`config.mk`:
```
export PLATFORM = sky130hd
export DESIGN_NAME = drive_status_bank
export DESIGN_NICKNAME = d
export VERILOG_FILES = /design/src/rtl/drive_status_pkg.sv /design/src/rtl/reg_req_if.sv /design/src/rtl/axil_slave.sv /design/src/rtl/speed_scale.sv /design/src/rtl/drive_status_bank.sv
export SDC_FILE = /design/constraint.sdc
export NUM_CORES = 1
export LEC_CHECK = 0
export BUFFER_PORTS_ARGS = -buffer_cell sky130_fd_sc_hd__buf_2
export CAP_MARGIN = 20
export CORE_ASPECT_RATIO = 1.75
export CORE_MARGIN = 5
export CORE_UTILIZATION = 45
export CTS_BUF_LIST = sky130_fd_sc_hd__clkbuf_4 sky130_fd_sc_hd__clkbuf_8
export DETAILED_ROUTE_END_ITERATION = 10
export GPL_ROUTABILITY_DRIVEN = 0
export PLACE_DENSITY = 0.67
export SLEW_MARGIN = 10
export SYNTH_ARGS = -nofsm -noshare
export SYNTH_HDL_FRONTEND = slang
export SYNTH_SLANG_ARGS = --single-unit
```
`constraint.sdc`:
```
create_clock -name aclk -period 7.6 [get_ports aclk]
set_input_delay 1.52 -clock aclk [delete_from_list [all_inputs] [get_ports aclk]]
set_output_delay 1.52 -clock aclk [all_outputs]
set_load 0.01 [all_outputs]
```
`src/rtl/drive_status_pkg.sv`:
```
// drive status bank: shared offsets, field positions, resets and types
// assumes a single 20 MHz clock domain and an AXI4-Lite register bus
package drive_status_pkg;
    // ----------------------------------------
    // bus and register map
    // ----------------------------------------
    localparam int unsigned ADDR_W = 5;
    localparam logic [ADDR_W-1:0] OFS_SPEED_PCT = 5'h00; // speed_percent_readback
    localparam logic [ADDR_W-1:0] OFS_FUNC_STAT = 5'h04; // drive_function_status
    localparam logic [ADDR_W-1:0] OFS_AUX_STAT = 5'h08; // auxiliary_storage_status
    localparam logic [ADDR_W-1:0] OFS_MAX_SPEED = 5'h0C; // maximum_speed_setting, rpm
    localparam logic [ADDR_W-1:0] OFS_IRQ_STAT = 5'h10; // sticky events, read only
    localparam logic [ADDR_W-1:0] OFS_IRQ_EN = 5'h14; // event enables
    localparam logic [ADDR_W-1:0] OFS_IRQ_CLR = 5'h18; // write one to clear
    localparam logic [ADDR_W-1:0] OFS_NOTICE = 5'h1C; // storage notice, write one to ack
    localparam logic [1:0] RESP_OKAY = 2'h0;
    localparam logic [1:0] RESP_SLVERR = 2'h2;
    // ----------------------------------------
    // field positions
    // ----------------------------------------
    localparam int FS_SELF_TUNE = 0;
    localparam int FS_PRECHARGE = 2;
    localparam int FS_DECEL = 5;
    localparam int FS_ACCEL = 6;
    localparam int FS_FROZEN = 7;
    localparam int FS_SETPOINT = 8;
    localparam int FS_DC_LIMIT = 9;
    localparam int FS_CUR_LIMIT = 10;
    localparam int FS_TRQ_LIMIT = 11;
    localparam int FS_RIDE = 12;
    localparam int FS_FLYING = 13;
    localparam int FS_DC_BRAKE = 14;
    localparam int FS_PWM = 15;
    localparam int AUX_CARD = 0;
    localparam int AUX_FULL = 2;
    localparam int IRQ_W = 4;
    localparam int IRQ_SETPOINT = 0; // setpoint reached, rising
    localparam int IRQ_FULL = 1; // storage became full, rising
    localparam int IRQ_LIMIT = 2; // any limitation began
    localparam int IRQ_PWM_OFF = 3; // output pulses stopped
    // ----------------------------------------
    // reset values and counts
    // ----------------------------------------
    localparam logic [15:0] MAX_SPEED_RST = 16'h0708;
    localparam logic [IRQ_W-1:0] IRQ_EN_RST = 4'h0;
    localparam int PCT_FULL_SCALE = 10000; // 100.00 % in hundredths
    localparam int PCT_LIMIT = 20000; // 200.00 % readback ceiling
    localparam int INIT_CYCLES = 4; // covers the card synchroniser depth
    // ----------------------------------------
    // types
    // ----------------------------------------
    typedef enum logic [1:0] {
        ST_INIT = 2'b00,
        ST_RUN = 2'b01
    } init_state_t;
    typedef struct packed {
        logic self_tuning;
        logic precharge_done;
        logic decelerating;
        logic accelerating;
        logic ramp_frozen;
        logic setpoint_ok;
        logic dc_or_cur_limit;
        logic cur_limit;
        logic torque_limit;
        logic ride_through;
        logic flying_start;
        logic dc_braking;
        logic pwm_enabled;
    } drive_func_t;
endpackage

```
`src/rtl/reg_req_if.sv`:
```
// register request carrier between the bus slave and the status bank
// assumes both ends sit on the same clock
`timescale 1ns/100ps
interface reg_req_if;
    import drive_status_pkg::*;
    logic wr_req; // one-cycle write strobe
    logic [ADDR_W-1:0] wr_addr;
    logic [31:0] wr_data;
    logic [3:0] wr_strb;
    logic wr_ok; // address is mapped
    logic rd_req; // one-cycle read strobe
    logic [ADDR_W-1:0] rd_addr;
    logic [31:0] rd_data;
    logic rd_ok;
    modport bus (output wr_req, wr_addr, wr_data, wr_strb, rd_req, rd_addr,
        input wr_ok, rd_data, rd_ok);
    modport regs (input wr_req, wr_addr, wr_data, wr_strb, rd_req, rd_addr,
        output wr_ok, rd_data, rd_ok);
endinterface // reg_req_if

```
`src/rtl/axil_slave.sv`:
```
// AXI4-Lite slave that turns bus transfers into register strobes
// assumes the master keeps valid and payload until the handshake
`timescale 1ns/100ps
module axil_slave (
    // clock and reset
    input wire logic aclk,
    input wire logic aresetn,
    // write channels
    input wire logic [drive_status_pkg::ADDR_W-1:0] s_awaddr,
    input wire logic s_awvalid,
    output logic s_awready,
    input wire logic [31:0] s_wdata,
    input wire logic [3:0] s_wstrb,
    input wire logic s_wvalid,
    output logic s_wready,
    output logic [1:0] s_bresp,
    output logic s_bvalid,
    input wire logic s_bready,
    // read channels
    input wire logic [drive_status_pkg::ADDR_W-1:0] s_araddr,
    input wire logic s_arvalid,
    output logic s_arready,
    output logic [31:0] s_rdata,
    output logic [1:0] s_rresp,
    output logic s_rvalid,
    input wire logic s_rready,
    // register side
    reg_req_if.bus rq
);
    import drive_status_pkg::*;
    logic wa_q, wa_d; // address and data taken this cycle
    logic bv_q, bv_d;
    logic [1:0] br_q, br_d;
    logic ra_q, ra_d;
    logic rv_q, rv_d;
    logic [1:0] rr_q, rr_d;
    logic [31:0] rd_q, rd_d;
    // ----------------------------------------
    // handshake next state
    // ----------------------------------------
    // waits for both write channels so one ready pulse takes address and data together
    always_comb begin
        wa_d = s_awvalid && s_wvalid && !wa_q && !bv_q;
        bv_d = bv_q;
        br_d = br_q;
        if (wa_q) begin
            bv_d = 1'b1;
            br_d = rq.wr_ok ? RESP_OKAY : RESP_SLVERR;
        end else if (bv_q && s_bready) begin
            bv_d = 1'b0;
        end
        ra_d = s_arvalid && !ra_q && !rv_q;
        rv_d = rv_q;
        rr_d = rr_q;
        rd_d = rd_q;
        if (ra_q) begin
            rv_d = 1'b1;
            rr_d = rq.rd_ok ? RESP_OKAY : RESP_SLVERR;
            rd_d = rq.rd_data;
        end else if (rv_q && s_rready) begin
            rv_d = 1'b0;
        end
    end
    // ----------------------------------------
    // handshake registers
    // ----------------------------------------
    always_ff @(posedge aclk) begin
        if (!aresetn) begin
            wa_q <= 1'b0;
            bv_q <= 1'b0;
            br_q <= RESP_OKAY;
            ra_q <= 1'b0;
            rv_q <= 1'b0;
            rr_q <= RESP_OKAY;
            rd_q <= 32'h0000_0000;
        end else begin
            wa_q <= wa_d;
            bv_q <= bv_d;
            br_q <= br_d;
            ra_q <= ra_d;
            rv_q <= rv_d;
            rr_q <= rr_d;
            rd_q <= rd_d;
        end
    end
    assign rq.wr_req = wa_q;
    assign rq.wr_addr = s_awaddr;
    assign rq.wr_data = s_wdata;
    assign rq.wr_strb = s_wstrb;
    assign rq.rd_req = ra_q;
    assign rq.rd_addr = s_araddr;
    assign s_awready = wa_q;
    assign s_wready = wa_q;
    assign s_bvalid = bv_q;
    assign s_bresp = br_q;
    assign s_arready = ra_q;
    assign s_rvalid = rv_q;
    assign s_rresp = rr_q;
    assign s_rdata = rd_q;
endmodule // axil_slave

```
`src/rtl/speed_scale.sv`:
```
// iterative scaler: signed rpm to signed hundredths of a percent of max speed
// assumes inputs from the same clock; result refreshes every PROD_W+1 cycles
`timescale 1ns/100ps
module speed_scale #(
    parameter int PROD_W = 29
) (
    // clock and reset
    input wire logic aclk,
    input wire logic aresetn,
    // operands
    input wire logic signed [15:0] speed_rpm,
    input wire logic [15:0] max_rpm,
    // result
    output logic signed [15:0] pct_q
);
    import drive_status_pkg::*;
    if (PROD_W < 29 || PROD_W > 31) $error("speed_scale: PROD_W out of range");
    logic [PROD_W-1:0] num_q, num_d; // shifting dividend
    logic [16:0] rem_q, rem_d;
    logic [PROD_W-1:0] quo_q, quo_d;
    logic [4:0] cnt_q, cnt_d;
    logic neg_q, neg_d;
    logic signed [15:0] pct_d;
    logic [16:0] trial;
    logic [PROD_W-1:0] mag;
    // ----------------------------------------
    // long division, one quotient bit a cycle
    // ----------------------------------------
    always_comb begin
        mag = PROD_W'(unsigned'(speed_rpm[15] ? 16'(-speed_rpm) : speed_rpm))
            * PROD_W'(PCT_FULL_SCALE);
        trial = {rem_q[15:0], num_q[PROD_W-1]};
        num_d = num_q << 1;
        rem_d = trial;
        quo_d = quo_q << 1;
        cnt_d = cnt_q - 5'd1;
        neg_d = neg_q;
        pct_d = pct_q;
        if (trial >= {1'b0, max_rpm}) begin
            rem_d = trial - {1'b0, max_rpm};
            quo_d[0] = 1'b1;
        end
        if (cnt_q == 5'd0) begin
            // publish and reload; zero max speed reads as standstill
            if (max_rpm == 16'h0000) begin
                pct_d = 16'sh0000;
            end else if (quo_q > PROD_W'(PCT_LIMIT)) begin
                pct_d = neg_q ? -16'(PCT_LIMIT) : 16'(PCT_LIMIT); // saturate at 200 %
            end else begin
                pct_d = neg_q ? -quo_q[15:0] : quo_q[15:0]; // reverse reads negative
            end
            num_d = mag;
            rem_d = 17'h00000;
            quo_d = '0;
            cnt_d = 5'(PROD_W);
            neg_d = speed_rpm[15];
        end
    end
    // ----------------------------------------
    // divider registers
    // ----------------------------------------
    always_ff @(posedge aclk) begin
        if (!aresetn) begin
            num_q <= '0;
            rem_q <= 17'h00000;
            quo_q <= '0;
            cnt_q <= 5'h00;
            neg_q <= 1'b0;
            pct_q <= 16'sh0000;
        end else begin
            num_q <= num_d;
            rem_q <= rem_d;
            quo_q <= quo_d;
            cnt_q <= cnt_d;
            neg_q <= neg_d;
            pct_q <= pct_d; // 0 is standstill, 10000 is max speed
        end
    end
endmodule // speed_scale

```
`src/rtl/drive_status_bank.sv`:
```
// drive status bank: speed readback, function and storage status words,
// event interrupt, reached by software over AXI4-Lite
// assumes drive function flags arrive on aclk; the card pin is asynchronous
//
// Functional notes
// - speed reported as percent of maximum
// - reverse rotation gives negative speed
// - bit0 follows self-tuning running
// - bit2 set once precharge completed
// - bit5 decelerating, bit6 accelerating
// - bit7 shows ramp held frozen
// - bit8 set when speed reaches reference
// - bits 9-11 show limitation states independently
// - bits 12-14 ride-through, flying start, braking
// - bit15 follows output pulses enabled
// - card presence sampled only at initialization
// - aux bit2 set when storage full
// - full at power-on: notice, reclaim storage
// - full storage never stops drive operation
`timescale 1ns/100ps
module drive_status_bank (
    // clock and reset
    input wire logic aclk,
    input wire logic aresetn,
    // AXI4-Lite write channels
    input wire logic [drive_status_pkg::ADDR_W-1:0] s_awaddr,
    input wire logic s_awvalid,
    output logic s_awready,
    input wire logic [31:0] s_wdata,
    input wire logic [3:0] s_wstrb,
    input wire logic s_wvalid,
    output logic s_wready,
    output logic [1:0] s_bresp,
    output logic s_bvalid,
    input wire logic s_bready,
    // AXI4-Lite read channels
    input wire logic [drive_status_pkg::ADDR_W-1:0] s_araddr,
    input wire logic s_arvalid,
    output logic s_arready,
    output logic [31:0] s_rdata,
    output logic [1:0] s_rresp,
    output logic s_rvalid,
    input wire logic s_rready,
    // drive function inputs
    input wire drive_status_pkg::drive_func_t drive_func,
    input wire logic signed [15:0] speed_rpm,
    input wire logic card_present_pin,
    input wire logic storage_full,
    // outputs to the system
    output logic irq,
    output logic storage_notice,
    output logic storage_reclaim
);
    import drive_status_pkg::*;
    // ----------------------------------------
    // declarations
    // ----------------------------------------
    reg_req_if rq (); // strobes from the bus slave
    init_state_t state_q, state_d; // initialization phase
    logic [2:0] init_cnt_q, init_cnt_d;
    logic card_meta_q; // first synchroniser stage only
    logic card_sync_q;
    logic card_q, card_d; // card presence latched at init
    logic [15:0] max_speed_q, max_speed_d; // software-set maximum speed
    logic [IRQ_W-1:0] irq_en_q, irq_en_d;
    logic [IRQ_W-1:0] irq_stat_q, irq_stat_d;
    logic [IRQ_W-1:0] event_now; // event strobes this cycle
    logic setpoint_prev_q, full_prev_q, limit_prev_q, pwm_prev_q;
    logic limit_any;
    logic irq_q, irq_d;
    logic notice_q, notice_d; // shown until software acknowledges
    logic reclaim_q, reclaim_d; // ask storage manager to free space
    logic [15:0] func_word; // drive_function_status image
    logic [2:0] aux_word; // auxiliary_storage_status image
    logic signed [15:0] pct; // latest speed percent
    logic [31:0] rd_data;
    logic rd_ok, wr_ok;
    logic [IRQ_W-1:0] clr_mask;

    // ----------------------------------------
    // submodules
    // ----------------------------------------
    // bus slave holds all AXI outputs in its own flip-flops
    axil_slave u_bus (
        .aclk(aclk),
        .aresetn(aresetn),
        .s_awaddr(s_awaddr),
        .s_awvalid(s_awvalid),
        .s_awready(s_awready),
        .s_wdata(s_wdata),
        .s_wstrb(s_wstrb),
        .s_wvalid(s_wvalid),
        .s_wready(s_wready),
        .s_bresp(s_bresp),
        .s_bvalid(s_bvalid),
        .s_bready(s_bready),
        .s_araddr(s_araddr),
        .s_arvalid(s_arvalid),
        .s_arready(s_arready),
        .s_rdata(s_rdata),
        .s_rresp(s_rresp),
        .s_rvalid(s_rvalid),
        .s_rready(s_rready),
        .rq(rq.bus)
    );

    // speed scaler, refreshed continuously from the rpm input
    speed_scale #(
        .PROD_W(29)
    ) u_scale (
        .aclk(aclk),
        .aresetn(aresetn),
        .speed_rpm(speed_rpm),
        .max_rpm(max_speed_q),
        .pct_q(pct)
    );

    // ----------------------------------------
    // status word images
    // ----------------------------------------
    // flags come from drive logic on aclk, so no synchroniser is needed
    always_comb begin
        func_word = 16'h0000; // unused positions stay zero
        func_word[FS_SELF_TUNE] = drive_func.self_tuning;
        func_word[FS_PRECHARGE] = drive_func.precharge_done;
        func_word[FS_DECEL] = drive_func.decelerating;
        func_word[FS_ACCEL] = drive_func.accelerating;
        func_word[FS_FROZEN] = drive_func.ramp_frozen;
        func_word[FS_SETPOINT] = drive_func.setpoint_ok;
        func_word[FS_DC_LIMIT] = drive_func.dc_or_cur_limit;
        func_word[FS_CUR_LIMIT] = drive_func.cur_limit;
        func_word[FS_TRQ_LIMIT] = drive_func.torque_limit;
        func_word[FS_RIDE] = drive_func.ride_through;
        func_word[FS_FLYING] = drive_func.flying_start;
        func_word[FS_DC_BRAKE] = drive_func.dc_braking;
        func_word[FS_PWM] = drive_func.pwm_enabled;
        aux_word = 3'h0;
        aux_word[AUX_CARD] = card_q;
        aux_word[AUX_FULL] = storage_full;
    end

    // ----------------------------------------
    // register read decode
    // ----------------------------------------
    // unmapped addresses read zero and answer with a slave error
    always_comb begin
        rd_data = 32'h0000_0000;
        rd_ok = 1'b1;
        case (rq.rd_addr)
            OFS_SPEED_PCT: rd_data = {16'h0000, pct};
            OFS_FUNC_STAT: rd_data = {16'h0000, func_word};
            OFS_AUX_STAT: rd_data = {29'h0000_0000, aux_word};
            OFS_MAX_SPEED: rd_data = {16'h0000, max_speed_q};
            OFS_IRQ_STAT: rd_data = {28'h000_0000, irq_stat_q};
            OFS_IRQ_EN: rd_data = {28'h000_0000, irq_en_q};
            OFS_IRQ_CLR: rd_data = 32'h0000_0000; // write-only, reads zero
            OFS_NOTICE: rd_data = {31'h0000_0000, notice_q};
            default: rd_ok = 1'b0;
        endcase
    end
    assign rq.rd_data = rd_data;
    assign rq.rd_ok = rd_ok;

    // ----------------------------------------
    // register write decode
    // ----------------------------------------
    // writes to status words are accepted on the bus and change nothing
    always_comb begin
        case (rq.wr_addr)
            OFS_SPEED_PCT, OFS_FUNC_STAT, OFS_AUX_STAT: wr_ok = 1'b1;
            OFS_MAX_SPEED, OFS_IRQ_STAT, OFS_IRQ_EN: wr_ok = 1'b1;
            OFS_IRQ_CLR, OFS_NOTICE: wr_ok = 1'b1;
            default: wr_ok = 1'b0;
        endcase
    end
    assign rq.wr_ok = wr_ok;

    // ----------------------------------------
    // initialization sequence, next state
    // ----------------------------------------
    // the card level is caught once, after the synchroniser has settled;
    // a later removal is deliberately not seen
    always_comb begin
        state_d = state_q;
        init_cnt_d = init_cnt_q;
        card_d = card_q;
        notice_d = notice_q;
        reclaim_d = reclaim_q;
        case (state_q)
            ST_INIT: begin
                if (init_cnt_q == 3'(INIT_CYCLES - 1)) begin
                    state_d = ST_RUN;
                    card_d = card_sync_q; // single capture point
                    notice_d = storage_full; // show notice at power-on
                    reclaim_d = storage_full; // start freeing space
                end else begin
                    init_cnt_d = init_cnt_q + 3'd1;
                end
            end
            ST_RUN: begin
                // storage manager drops full once space is back
                if (!storage_full) begin
                    reclaim_d = 1'b0;
                end
                // acknowledge by writing one to bit 0
                if (rq.wr_req && rq.wr_addr == OFS_NOTICE && rq.wr_strb[0] && rq.wr_data[0]) begin
                    notice_d = 1'b0;
                end
            end
            default: begin
                state_d = ST_INIT;
                init_cnt_d = 3'h0;
            end
        endcase
    end

    // ----------------------------------------
    // initialization sequence, registers
    // ----------------------------------------
    always_ff @(posedge aclk) begin
        if (!aresetn) begin
            state_q <= ST_INIT;
            init_cnt_q <= 3'h0;
            card_meta_q <= 1'b0;
            card_sync_q <= 1'b0;
            card_q <= 1'b0;
            notice_q <= 1'b0;
            reclaim_q <= 1'b0;
        end else begin
            state_q <= state_d;
            init_cnt_q <= init_cnt_d;
            card_meta_q <= card_present_pin; // two-stage synchroniser
            card_sync_q <= card_meta_q;
            card_q <= card_d;
            notice_q <= notice_d;
            reclaim_q <= reclaim_d;
        end
    end

    // ----------------------------------------
    // control registers and events, next state
    // ----------------------------------------
    // full storage only raises a flag, an event, the notice and reclaim; the drive flags and the
    // speed path never look at it
    always_comb begin
        limit_any = drive_func.dc_or_cur_limit | drive_func.cur_limit | drive_func.torque_limit;
        event_now = '0;
        event_now[IRQ_SETPOINT] = drive_func.setpoint_ok & ~setpoint_prev_q;
        event_now[IRQ_FULL] = storage_full & ~full_prev_q;
        event_now[IRQ_LIMIT] = limit_any & ~limit_prev_q;
        event_now[IRQ_PWM_OFF] = ~drive_func.pwm_enabled & pwm_prev_q;
        max_speed_d = max_speed_q;
        irq_en_d = irq_en_q;
        clr_mask = '0;
        if (rq.wr_req) begin
            case (rq.wr_addr)
                OFS_MAX_SPEED: begin
                    if (rq.wr_strb[0]) max_speed_d[7:0] = rq.wr_data[7:0];
                    if (rq.wr_strb[1]) max_speed_d[15:8] = rq.wr_data[15:8];
                end
                OFS_IRQ_EN: begin
                    if (rq.wr_strb[0]) irq_en_d = rq.wr_data[IRQ_W-1:0];
                end
                OFS_IRQ_CLR: begin
                    if (rq.wr_strb[0]) clr_mask = rq.wr_data[IRQ_W-1:0];
                end
                default: clr_mask = '0; // status words and others hold
            endcase
        end
        // a new event in the clearing cycle survives the clear
        irq_stat_d = (irq_stat_q & ~clr_mask) | event_now;
        irq_d = |(irq_stat_d & irq_en_d);
    end

    // ----------------------------------------
    // control registers and events, registers
    // ----------------------------------------
    always_ff @(posedge aclk) begin
        if (!aresetn) begin
            max_speed_q <= MAX_SPEED_RST;
            irq_en_q <= IRQ_EN_RST;
            irq_stat_q <= '0;
            irq_q <= 1'b0;
            setpoint_prev_q <= 1'b0;
            full_prev_q <= 1'b0;
            limit_prev_q <= 1'b0;
            pwm_prev_q <= 1'b0;
        end else begin
            max_speed_q <= max_speed_d;
            irq_en_q <= irq_en_d;
            irq_stat_q <= irq_stat_d;
            irq_q <= irq_d;
            setpoint_prev_q <= drive_func.setpoint_ok;
            full_prev_q <= storage_full;
            limit_prev_q <= limit_any;
            pwm_prev_q <= drive_func.pwm_enabled;
        end
    end

    // ----------------------------------------
    // outputs
    // ----------------------------------------
    assign irq = irq_q;
    assign storage_notice = notice_q;
    assign storage_reclaim = reclaim_q;
endmodule // drive_status_bank

```
Word level (Yosys, flattened, before mapping)
Memories as Yosys holds them, arrays and structs flattened.
Index checks and enable logic that the tools add are counted.
Storage, ports and cells
  bits of input ports: 84
  register bits after elaboration: 175
  memory bits (writable): 0
  memories kept: 1
  ROM bits: 32
  word-level logic and storage cells: 136
  bits in latches: 0
Cells by class
  muxes and demuxes: 32
  shift operators: 0
  div/mod/pow operators: 0
  equal/unequal tests: 17
  multiply operators: 1
  $add $sub $neg: 5
  bitwise logic cells: 16
  order comparisons: 2
  reduce and logical (&&, ||, !) cells: 31
Memories
  (no name shown): words 32, bits a word 1, read ports 1, clocked after memory_dff 0, write ports 0, RTL line drive_status_bank.sv:169  | case (rq.wr_addr)
Operators with widths (count)
  case mux 16 bit (7 select lines): 1
  2-to-1 mux 16 bit: 6
  equality test 5 bit (second input constant): 7
  negation 16 bit: 2
  greater-than comparator 29 x 15 -> 1 bit (second input constant): 1
  2-to-1 mux 29 bit: 1
  multiplier 16 x 10 -> 25 bit (second input constant): 1
  2-to-1 mux 4 bit: 6
  greater-or-equal comparator 17 x 16 -> 1 bit: 1
  logical NOT 16 bit: 1
  subtractor 16 bit: 1
  equality test 5 x 4 -> 1 bit (second input constant): 3
  AND reduction 3 bit: 4
  logical AND 1 bit: 10
  logical NOT 5 bit: 2
  2-to-1 mux 1 bit: 9
  AND 4 bit: 2
  != test 2 bit (second input constant): 4
  OR reduction 8 bit: 1
  2-to-1 mux 2 bit: 3
  inverter 1 bit: 6
  case mux 3 bit (2 select lines): 1
  AND reduction 2 bit: 3
  nonzero test 2 bit: 3
  17 further kinds: 25

Depth between registers and ports, before layout
Gate-level depths: netlist of run 1.
  depth after elaboration: 8
  mapped depth: 24
  depth with buffers taken out: 24

Hierarchy
Synthesis of run 1 repeated with hierarchy kept, for this count alone.
Unflattened totals
  cell total of the unflattened synthesis: 1234
  area total of the unflattened synthesis: 10958.0 µm²
Modules (own cells, without submodules)
  speed_scale: instances 1, sequential area each 1841.8 µm², cells an instance 838, area an instance 7159.4 µm²
  drive_status_bank: instances 1, sequential area each 760.7 µm², cells an instance 222, area an instance 1965.6 µm²
  axil_slave: instances 1, sequential area each 760.7 µm², cells an instance 174, area an instance 1833.0 µm²

Least setup slack after synthesis of run 1
No wires, ideal clock.
  path kind: input-to-reg
  from: input speed_rpm[4]
  to: register u_scale.num_q[26]
  data required time: 7.483 ns
  path buffers: 1
  slack: 0.468 ns
  library setup time: 0.117 ns
  stages: 20
  arrival: 7.015 ns
  cells stage by stage: or4_4 -> or4_4 -> or2_4 -> o21ai_0 -> xnor2_1 -> fa_1 -> ha_1 -> fa_1 -> ha_1 -> inv_1 -> fa_1 -> inv_1 -> ha_1 -> clkbuf_1 -> a21o_1 -> a21o_1 -> a21oi_1 -> a21oi_1 -> or3_1 -> a32o_1
On the way
  word-level cells in the longest chain between the ends: 4
RTL lines
  start: declaration: RTL line drive_status_bank.sv:46  | input wire logic signed [15:0] speed_rpm,
  negation 16 bit: RTL line speed_scale.sv:30  | mag = PROD_W'(unsigned'(speed_rpm[15] ? 16'(-speed_rpm) : speed_rpm))
  2-to-1 mux 16 bit (*): RTL line speed_scale.sv:30
  multiplier 16 x 10 -> 25 bit (*): RTL line speed_scale.sv:31  | * PROD_W'(PCT_FULL_SCALE);
  2-to-1 mux 29 bit (*): RTL line speed_scale.sv:43  | if (cnt_q == 5'd0) begin
  end signal: assignment: RTL line speed_scale.sv:71  | num_q <= num_d;
  end: declaration: RTL line speed_scale.sv:18  | logic [PROD_W-1:0] num_q, num_d;
Mark *: on every way between the ends. The rest lies on a longest branch, timed or not.
A chain may end at the register's enable or synchronous reset.

Worst setup path after layout of run 1
Ends and elaborated chain as after synthesis.

==> reports/metrics.csv, run 1 <==
stage;metric;value;unit
outcome;outcome;finished clean;
global_route;grt total ovfl;0;
sta;worst-margin pin slew;920;ps
die;starting density of the core;45.5;%
sta;Hold WS;437;ps
synth;Synth Area per Inst;8.56;sq um
placed_design;Post-DP HPWL;18700;um
route;WL final;23400;um
sta;endpoints failing hold;0;
worst_setup_path;Arr. time, crit path;7390;ps
placed_design;placed insts;1496;
global_route;Total GRT Usage;19.3;%
worst_setup_path;R2R Setup Slk;4770;ps
worst_setup_path;critical path peak fanout;6;
power;Pwr Total;4.22;mW
route;Antenna Nets Post-Route;0;
die;# rows;71;
cts;Clk Latency, worst-skew pair;460;ps
route;Initial DRC Count;500;
sta;relative slew slack;38.4;%
die;Die Ht;205;um
synth;flop and latch count out of synthesis;152;
die;Die Area;24900;sq um
final_layout;design area;11000;sq um
worst_setup_path;CP Launch Point;speed_rpm[4];
min_path;hold crit path type;flop to flop;
synth;Synth async-reset ratio;0;%
cts;Clock Path Buffers;2;
sta;setup tns final;0;ps
sta;final slew viol count;0;
worst_setup_path;Required @ worst endpoint;7950;ps
synth;post-synthesis cell type count;67;
final_layout;fraction of layout cells with a size suffix above 1;13.0;%
die;# IOs;128;
synth;ys flop type;dfxtp_1;
cts;Clock Tree Root;clkbuf_8;
synth;Post-synth EDFFs;0;
final_layout;Multi-input gate area;6040;sq um
final_layout;fillers;2138;
sta;PnR worst setup slack;555;ps
route;DR WL/cell;15.3;um
sta;clock skew;12.9;ps
min_path;Worst Hold Launch;u_scale.num_q[12];
sta;# setup viols final;0;
cts;clk slew on worst S/H paths;80;ps
worst_setup_path;critical path class;input port to flop;
power;power per cell area;385;nW/um^2
final_layout;Final Instance Count excl. Fillers;1528;
placed_design;DP Area;10500;sq um
route;DRC violations left;0;
synth;post-synthesis cell count;1142;
sta;Tmin final;7050;ps
cts;Max H-tree Level;4;
route;routed vias;8086;
synth;register area share after synthesis;31.1;%
final_layout;P&R area growth vs syn;12.2;%
placed_design;dpl ws;75.6;ps
job;max-cap violations;0;
cts;post-CTS setup buffers;0;
placed_design;IO Port Bufs;91;
synth;yosys warns;0;
cts;Hold-fix buffers, CTS;0;
final_layout;post-layout util;51.0;%
global_route;first-pass GRT wire length;38300;um
worst_setup_path;Crit Reg-Reg Startpoint;max_speed_q[10];
worst_setup_path;Critical Path Start Type;input port;
synth;synthesized cell area;9780;sq um
cts;cts bufs inserted;17;
global_route;largest net degree at the start of global routing;68;
sta;unrepaired setup endpoints after global routing;false;
power;Static Leak;5.20;nW
power;VDD IR max;0.252;mV
cts;Post-CTS Resized;0;
final_layout;Reg area;3040;sq um
route;first-pass iteration count of the detailed router;5;
die;Die Width;121;um
final_layout;nets@finish;1432;
cts;CTS tree;done;
cts;Sink Count;152;
global_route;number of global-route vias before repair;8178;
global_route;initial antenna violation count;1;
die;core area;21500;sq um
sta;FMAX;0.142;GHz
sta;Final Cycle Share;92.7;%
route;Via density;5.29;
worst_setup_path;Setup crit end kind;flop;
==> cell families after synthesis <==
group                    after synthesis  synth area share, %
other                                  1               0.0384
AND/OR/NAND/NOR                      342                 17.0
XOR/XNOR                              61                 5.66
flip-flops                           152                 31.1
adder cells (fa/ha/maj)              125                 18.4
multiplexers                          41                 4.35
buffers and inverters                185                 7.83
AO/OA/AOI/OAI                        235                 15.6
==> registers in the layout, indices dropped and copies added (netlist names), 3 cells and up <==
signal and count:
init_cnt_q 3, irq_en_q 4, irq_stat_q 4, max_speed_q 16
u_bus.s_rdata 16, u_scale.cnt_q 5, u_scale.num_q 25, u_scale.pct_q 16
u_scale.quo_q 29, u_scale.rem_q 16
==> final timing paths <==
check	end	depth (start not counted)
max	u_scale.num_q[26]	21
min	u_scale.num_q[13]	2
max reg2reg	u_scale.rem_q[14]	9
min reg2reg	u_scale.num_q[13]	2
==> Yosys cell counts (13+ instances only) <==
| cell type | number | share of area (%) |
|---|---|---|
| nor2_1 | 114 | 4.4 |
| fa_1 | 31 | 6.3 |
| o21ai_0 | 40 | 2.0 |
| and3_1 | 33 | 2.1 |
| a21o_1 | 27 | 2.1 |
| a21oi_1 | 79 | 4.0 |
| nand2_1 | 81 | 3.1 |
| nand4_1 | 13 | 0.83 |
| ha_1 | 94 | 12 |
| nand3_1 | 16 | 0.82 |
| inv_1 | 120 | 4.6 |
| xnor2_1 | 47 | 4.2 |
| xor2_1 | 13 | 1.2 |
| buf_4 | 19 | 1.5 |
| mux2i_1 | 38 | 3.9 |
| nor3_1 | 18 | 0.92 |
| clkbuf_1 | 46 | 1.8 |
| dfxtp_1 | 152 | 31 |
==> area by class of cell <==
type / count / share of cell area, %
Antenna cell: 1 / 0.0228
Inverter: 120 / 4.11
Timing Repair Buffer: 110 / 5.45
Multi-Input combinational cell: 822 / 55.1
Sequential cell: 152 / 27.7
Tap cell: 292 / 3.33
Clock buffer: 23 / 2.72
Clock inverter: 8 / 1.53
==> critical path, cell delays in order <==
cell     delay (ps)
buf_2           120
or4_4           540
or4_4           430
or2_4           270
o41ai_1         310
xnor2_1         320
fa_1            490
ha_1            330
fa_1            480
ha_1            290
inv_1            50
fa_1            490
inv_1            40
ha_1            370
nand4_1         170
or3_1           110
o21ai_0          70
a21oi_1         230
a21oi_1         140
or3_1           360
a32o_1          240
==> power breakdown <==
part	switching, mW	internal (mW)	total (mW)
combinational	1.46	1.08	2.53
sequential	0.0618	0.909	0.971
clock	0.292	0.426	0.717
total	1.81	2.41	4.22
==> cells in the final DEF, fill, tap and decap left out, types with 5 or more instances in the layout <==
cell,instances
o21a_1,7
xor2_1,13
nand3_1,16
nor2_1,114
a21o_1,27
nor2b_1,11
or3_1,7
a22o_1,6
nand2_1,81
nor3_1,16
a211oi_1,8
dfxtp_1,152
a31oi_1,6
buf_2,91
and3_1,33
clkbuf_8,20
nor4_1,11
xnor2_1,47
o31ai_1,6
a21oi_1,79
bufinv_16,5
and2_1,8
buf_4,19
conb_1,18
a222oi_1,11
nand4_1,13
o211ai_1,8
nand2b_1,8
inv_1,119
fa_1,31
mux2i_1,38
o21ai_0,40
a221o_1,6
ha_1,94
==> layer usage <==
metal  wire length [um]  global-route usage, %
met5                  0                      0
met4                999                   10.1
met3                787                   2.93
met2              13100                   38.5
met1               8490                   18.2
Power figures use the tool's default switching activity.
==> run 2, diff against run 1 <==
--- a/config.mk
+++ b/config.mk
@@ -13,7 +13,7 @@
 export CTS_BUF_LIST = sky130_fd_sc_hd__clkbuf_4 sky130_fd_sc_hd__clkbuf_8
 export DETAILED_ROUTE_END_ITERATION = 10
 export GPL_ROUTABILITY_DRIVEN = 0
-export PLACE_DENSITY = 0.67
+export PLACE_DENSITY = 0.64
 export SLEW_MARGIN = 10
 export SYNTH_ARGS = -nofsm -noshare
 export SYNTH_HDL_FRONTEND = slang
==> reports/metrics.csv, run 2 (synthesis results as in run 1) <==
stage;metric;value;unit
final_layout;most frequent cells in the layout;dfxtp_1, inv_1, nor2_1;
cts;Clock Path Buffers;2;
final_layout;nets@finish;1436;
sta;unrepaired setup endpoints after global routing;false;
global_route;number of global-route vias before repair;8182;
cts;post-CTS setup buffers;0;
global_route;routing usage on met2;39.2;%
global_route;initial antenna violation count;1;
worst_setup_path;Critical Path Start Type;input port;
cts;Clock Tree Root;clkbuf_8;
worst_setup_path;reg-to-reg critical path endpoint;u_scale.rem_q[5];
sta;Tmin final;6980;ps
min_path;Worst Hold Launch;card_meta_q;
route;WL final;23400;um
power;Static Leak;5.23;nW
route;Antenna Nets Post-Route;0;
die;Die Ht;205;um
die;starting density of the core;45.5;%
route;Via density;5.25;
final_layout;diode count;0;
worst_setup_path;Critical Path Max Stage Delay;540;ps
sta;final slew viol count;0;
die;Die Area;24900;sq um
sta;Final Cycle Share;91.9;%
worst_setup_path;Setup crit end kind;flop;
route;Initial DRC Count;467;
sta;FMAX;0.143;GHz
final_layout;Top reg by flops;u_scale.quo_q;
placed_design;IO Port Bufs;91;
final_layout;post-layout util;51.2;%
sta;worst-margin pin slew;845;ps
sta;# setup viols final;0;
cts;cts bufs inserted;17;
sta;endpoints failing hold;0;
route;DRC violations left;0;
power;VDD IR max;0.212;mV
cts;Max H-tree Level;4;
min_path;Hold Crit Depth;1;
job;max-cap violations;0;
worst_setup_path;R2R Setup Slk;4500;ps
placed_design;dpl ws;117;ps
global_route;first-pass GRT wire length;38500;um
global_route;met1 GRT Util;18.6;%
power;power per cell area;384;nW/um^2
die;# IOs;128;
worst_setup_path;Required @ worst endpoint;7950;ps
sta;clock skew;9.85;ps
final_layout;P&R area growth vs syn;12.5;%
final_layout;leading cell type in the layout, fill and taps excluded;dfxtp_1;
route;first-pass iteration count of the detailed router;5;
placed_design;placed insts;1500;
cts;Hold-fix buffers, CTS;0;
worst_setup_path;critical path peak fanout;6;
final_layout;Final Instance Count excl. Fillers;1532;
final_layout;design area;11000;sq um
final_layout;max reg flops;29;
placed_design;Post-DP HPWL;18800;um
cts;Post-CTS Resized;0;
worst_setup_path;critical path class;input port to flop;
min_path;hold crit path type;flop to flop;
final_layout;top flop regs;u_scale.quo_q: 29 flops, u_scale.num_q: 25 flops;
global_route;Total GRT Usage;19.4;%
worst_setup_path;Arr. time, crit path;7330;ps
worst_setup_path;worst-path cell chain;buf_2 -> or4_4 -> or4_4 -> or2_4 -> o41ai_1 -> xnor2_1 -> fa_1 -> ha_1 -> fa_1 -> ha_1 -> inv_1 -> fa_1 -> inv_1 -> ha_1 -> a21o_1 -> a21o_1 -> a21oi_1 -> a21oi_1 -> or3_1 -> a32o_1;
worst_setup_path;slowest CP cell;or4_4;
worst_setup_path;Worst Reg-to-Reg Cells;10;
global_route;GR peak layer;met2;
sta;PnR worst setup slack;617;ps
cts;Sink Count;152;
global_route;grt total ovfl;0;
sta;setup tns final;0;ps
sta;relative slew slack;43.1;%
die;# rows;71;
outcome;outcome;finished clean;
route;DR WL/cell;15.3;um
global_route;met3 usage;3.15;%
die;core area;21500;sq um
cts;clk slew on worst S/H paths;80;ps
min_path;Worst Hold End;card_sync_q;
route;routed vias;8050;
die;Die Width;121;um
cts;Clk Latency, worst-skew pair;460;ps
placed_design;DP Area;10500;sq um
final_layout;fraction of layout cells with a size suffix above 1;13.3;%
global_route;largest net degree at the start of global routing;51;
cts;CTS tree;done;
worst_setup_path;Crit Reg-Reg Startpoint;max_speed_q[1];
[run 2: critical path, delay by kind of cell]
kind                     cells  cell delay, ps
AND/OR/NAND/NOR              4            1610
adder cells (fa/ha/maj)      6            2460
XOR/XNOR                     1             280
AO/OA/AOI/OAI                6            1260
buffers and inverters        3             210
[run 2: worst max-delay path by stage]
stage | start | endpoint | slack [ps] | cells past startpoint
3_3_place_gp | speed_rpm[4] | u_scale.num_q[26] | 180 | 21
4_1_cts | speed_rpm[4] | u_scale.num_q[26] | 620 | 20
6_report | speed_rpm[4] | u_scale.num_q[26] | 620 | 20
5_1_grt | speed_rpm[4] | u_scale.num_q[26] | 310 | 21
3_5_place_dp | speed_rpm[4] | u_scale.num_q[26] | 120 | 21
2_1_floorplan | speed_rpm[4] | u_scale.num_q[26] | 470 | 20
[run 2: cell type report]
cell class	count	area (sq um)
inverters	120	450
flip-flops and latches	152	3040
repair buffers	114	628
clock buffers	24	312
clock inverters	8	165
well taps	292	365
fillers	2147	10500
multi-input cells	822	6040
[run 2: power breakdown]
| group | switching (mW) | internal, mW | leakage [nW] |
|---|---|---|---|
| sequential | 0.0610 | 0.909 | 1.24 |
| clock | 0.284 | 0.436 | 0.247 |
| combinational | 1.45 | 1.08 | 3.74 |
[run 2: per-stage QoR]
stage	hold slack [ps]	power (mW)
3_3_place_gp	418	3.48
4_1_cts	428	4.26
3_5_place_dp	419	3.52
6_report	425	4.22
2_1_floorplan	401	2.91
5_1_grt	455	4.65
[run 2: per-layer routing]
| layer | vias up | share of wire, % |
|---|---|---|
| met3 | 39 | 3.2 |
| met4 | 0 | 3.5 |
| met2 | 143 | 57 |
| met1 | 3784 | 36 |
| li1 | 4084 | - |
| met5 | - | 0 |
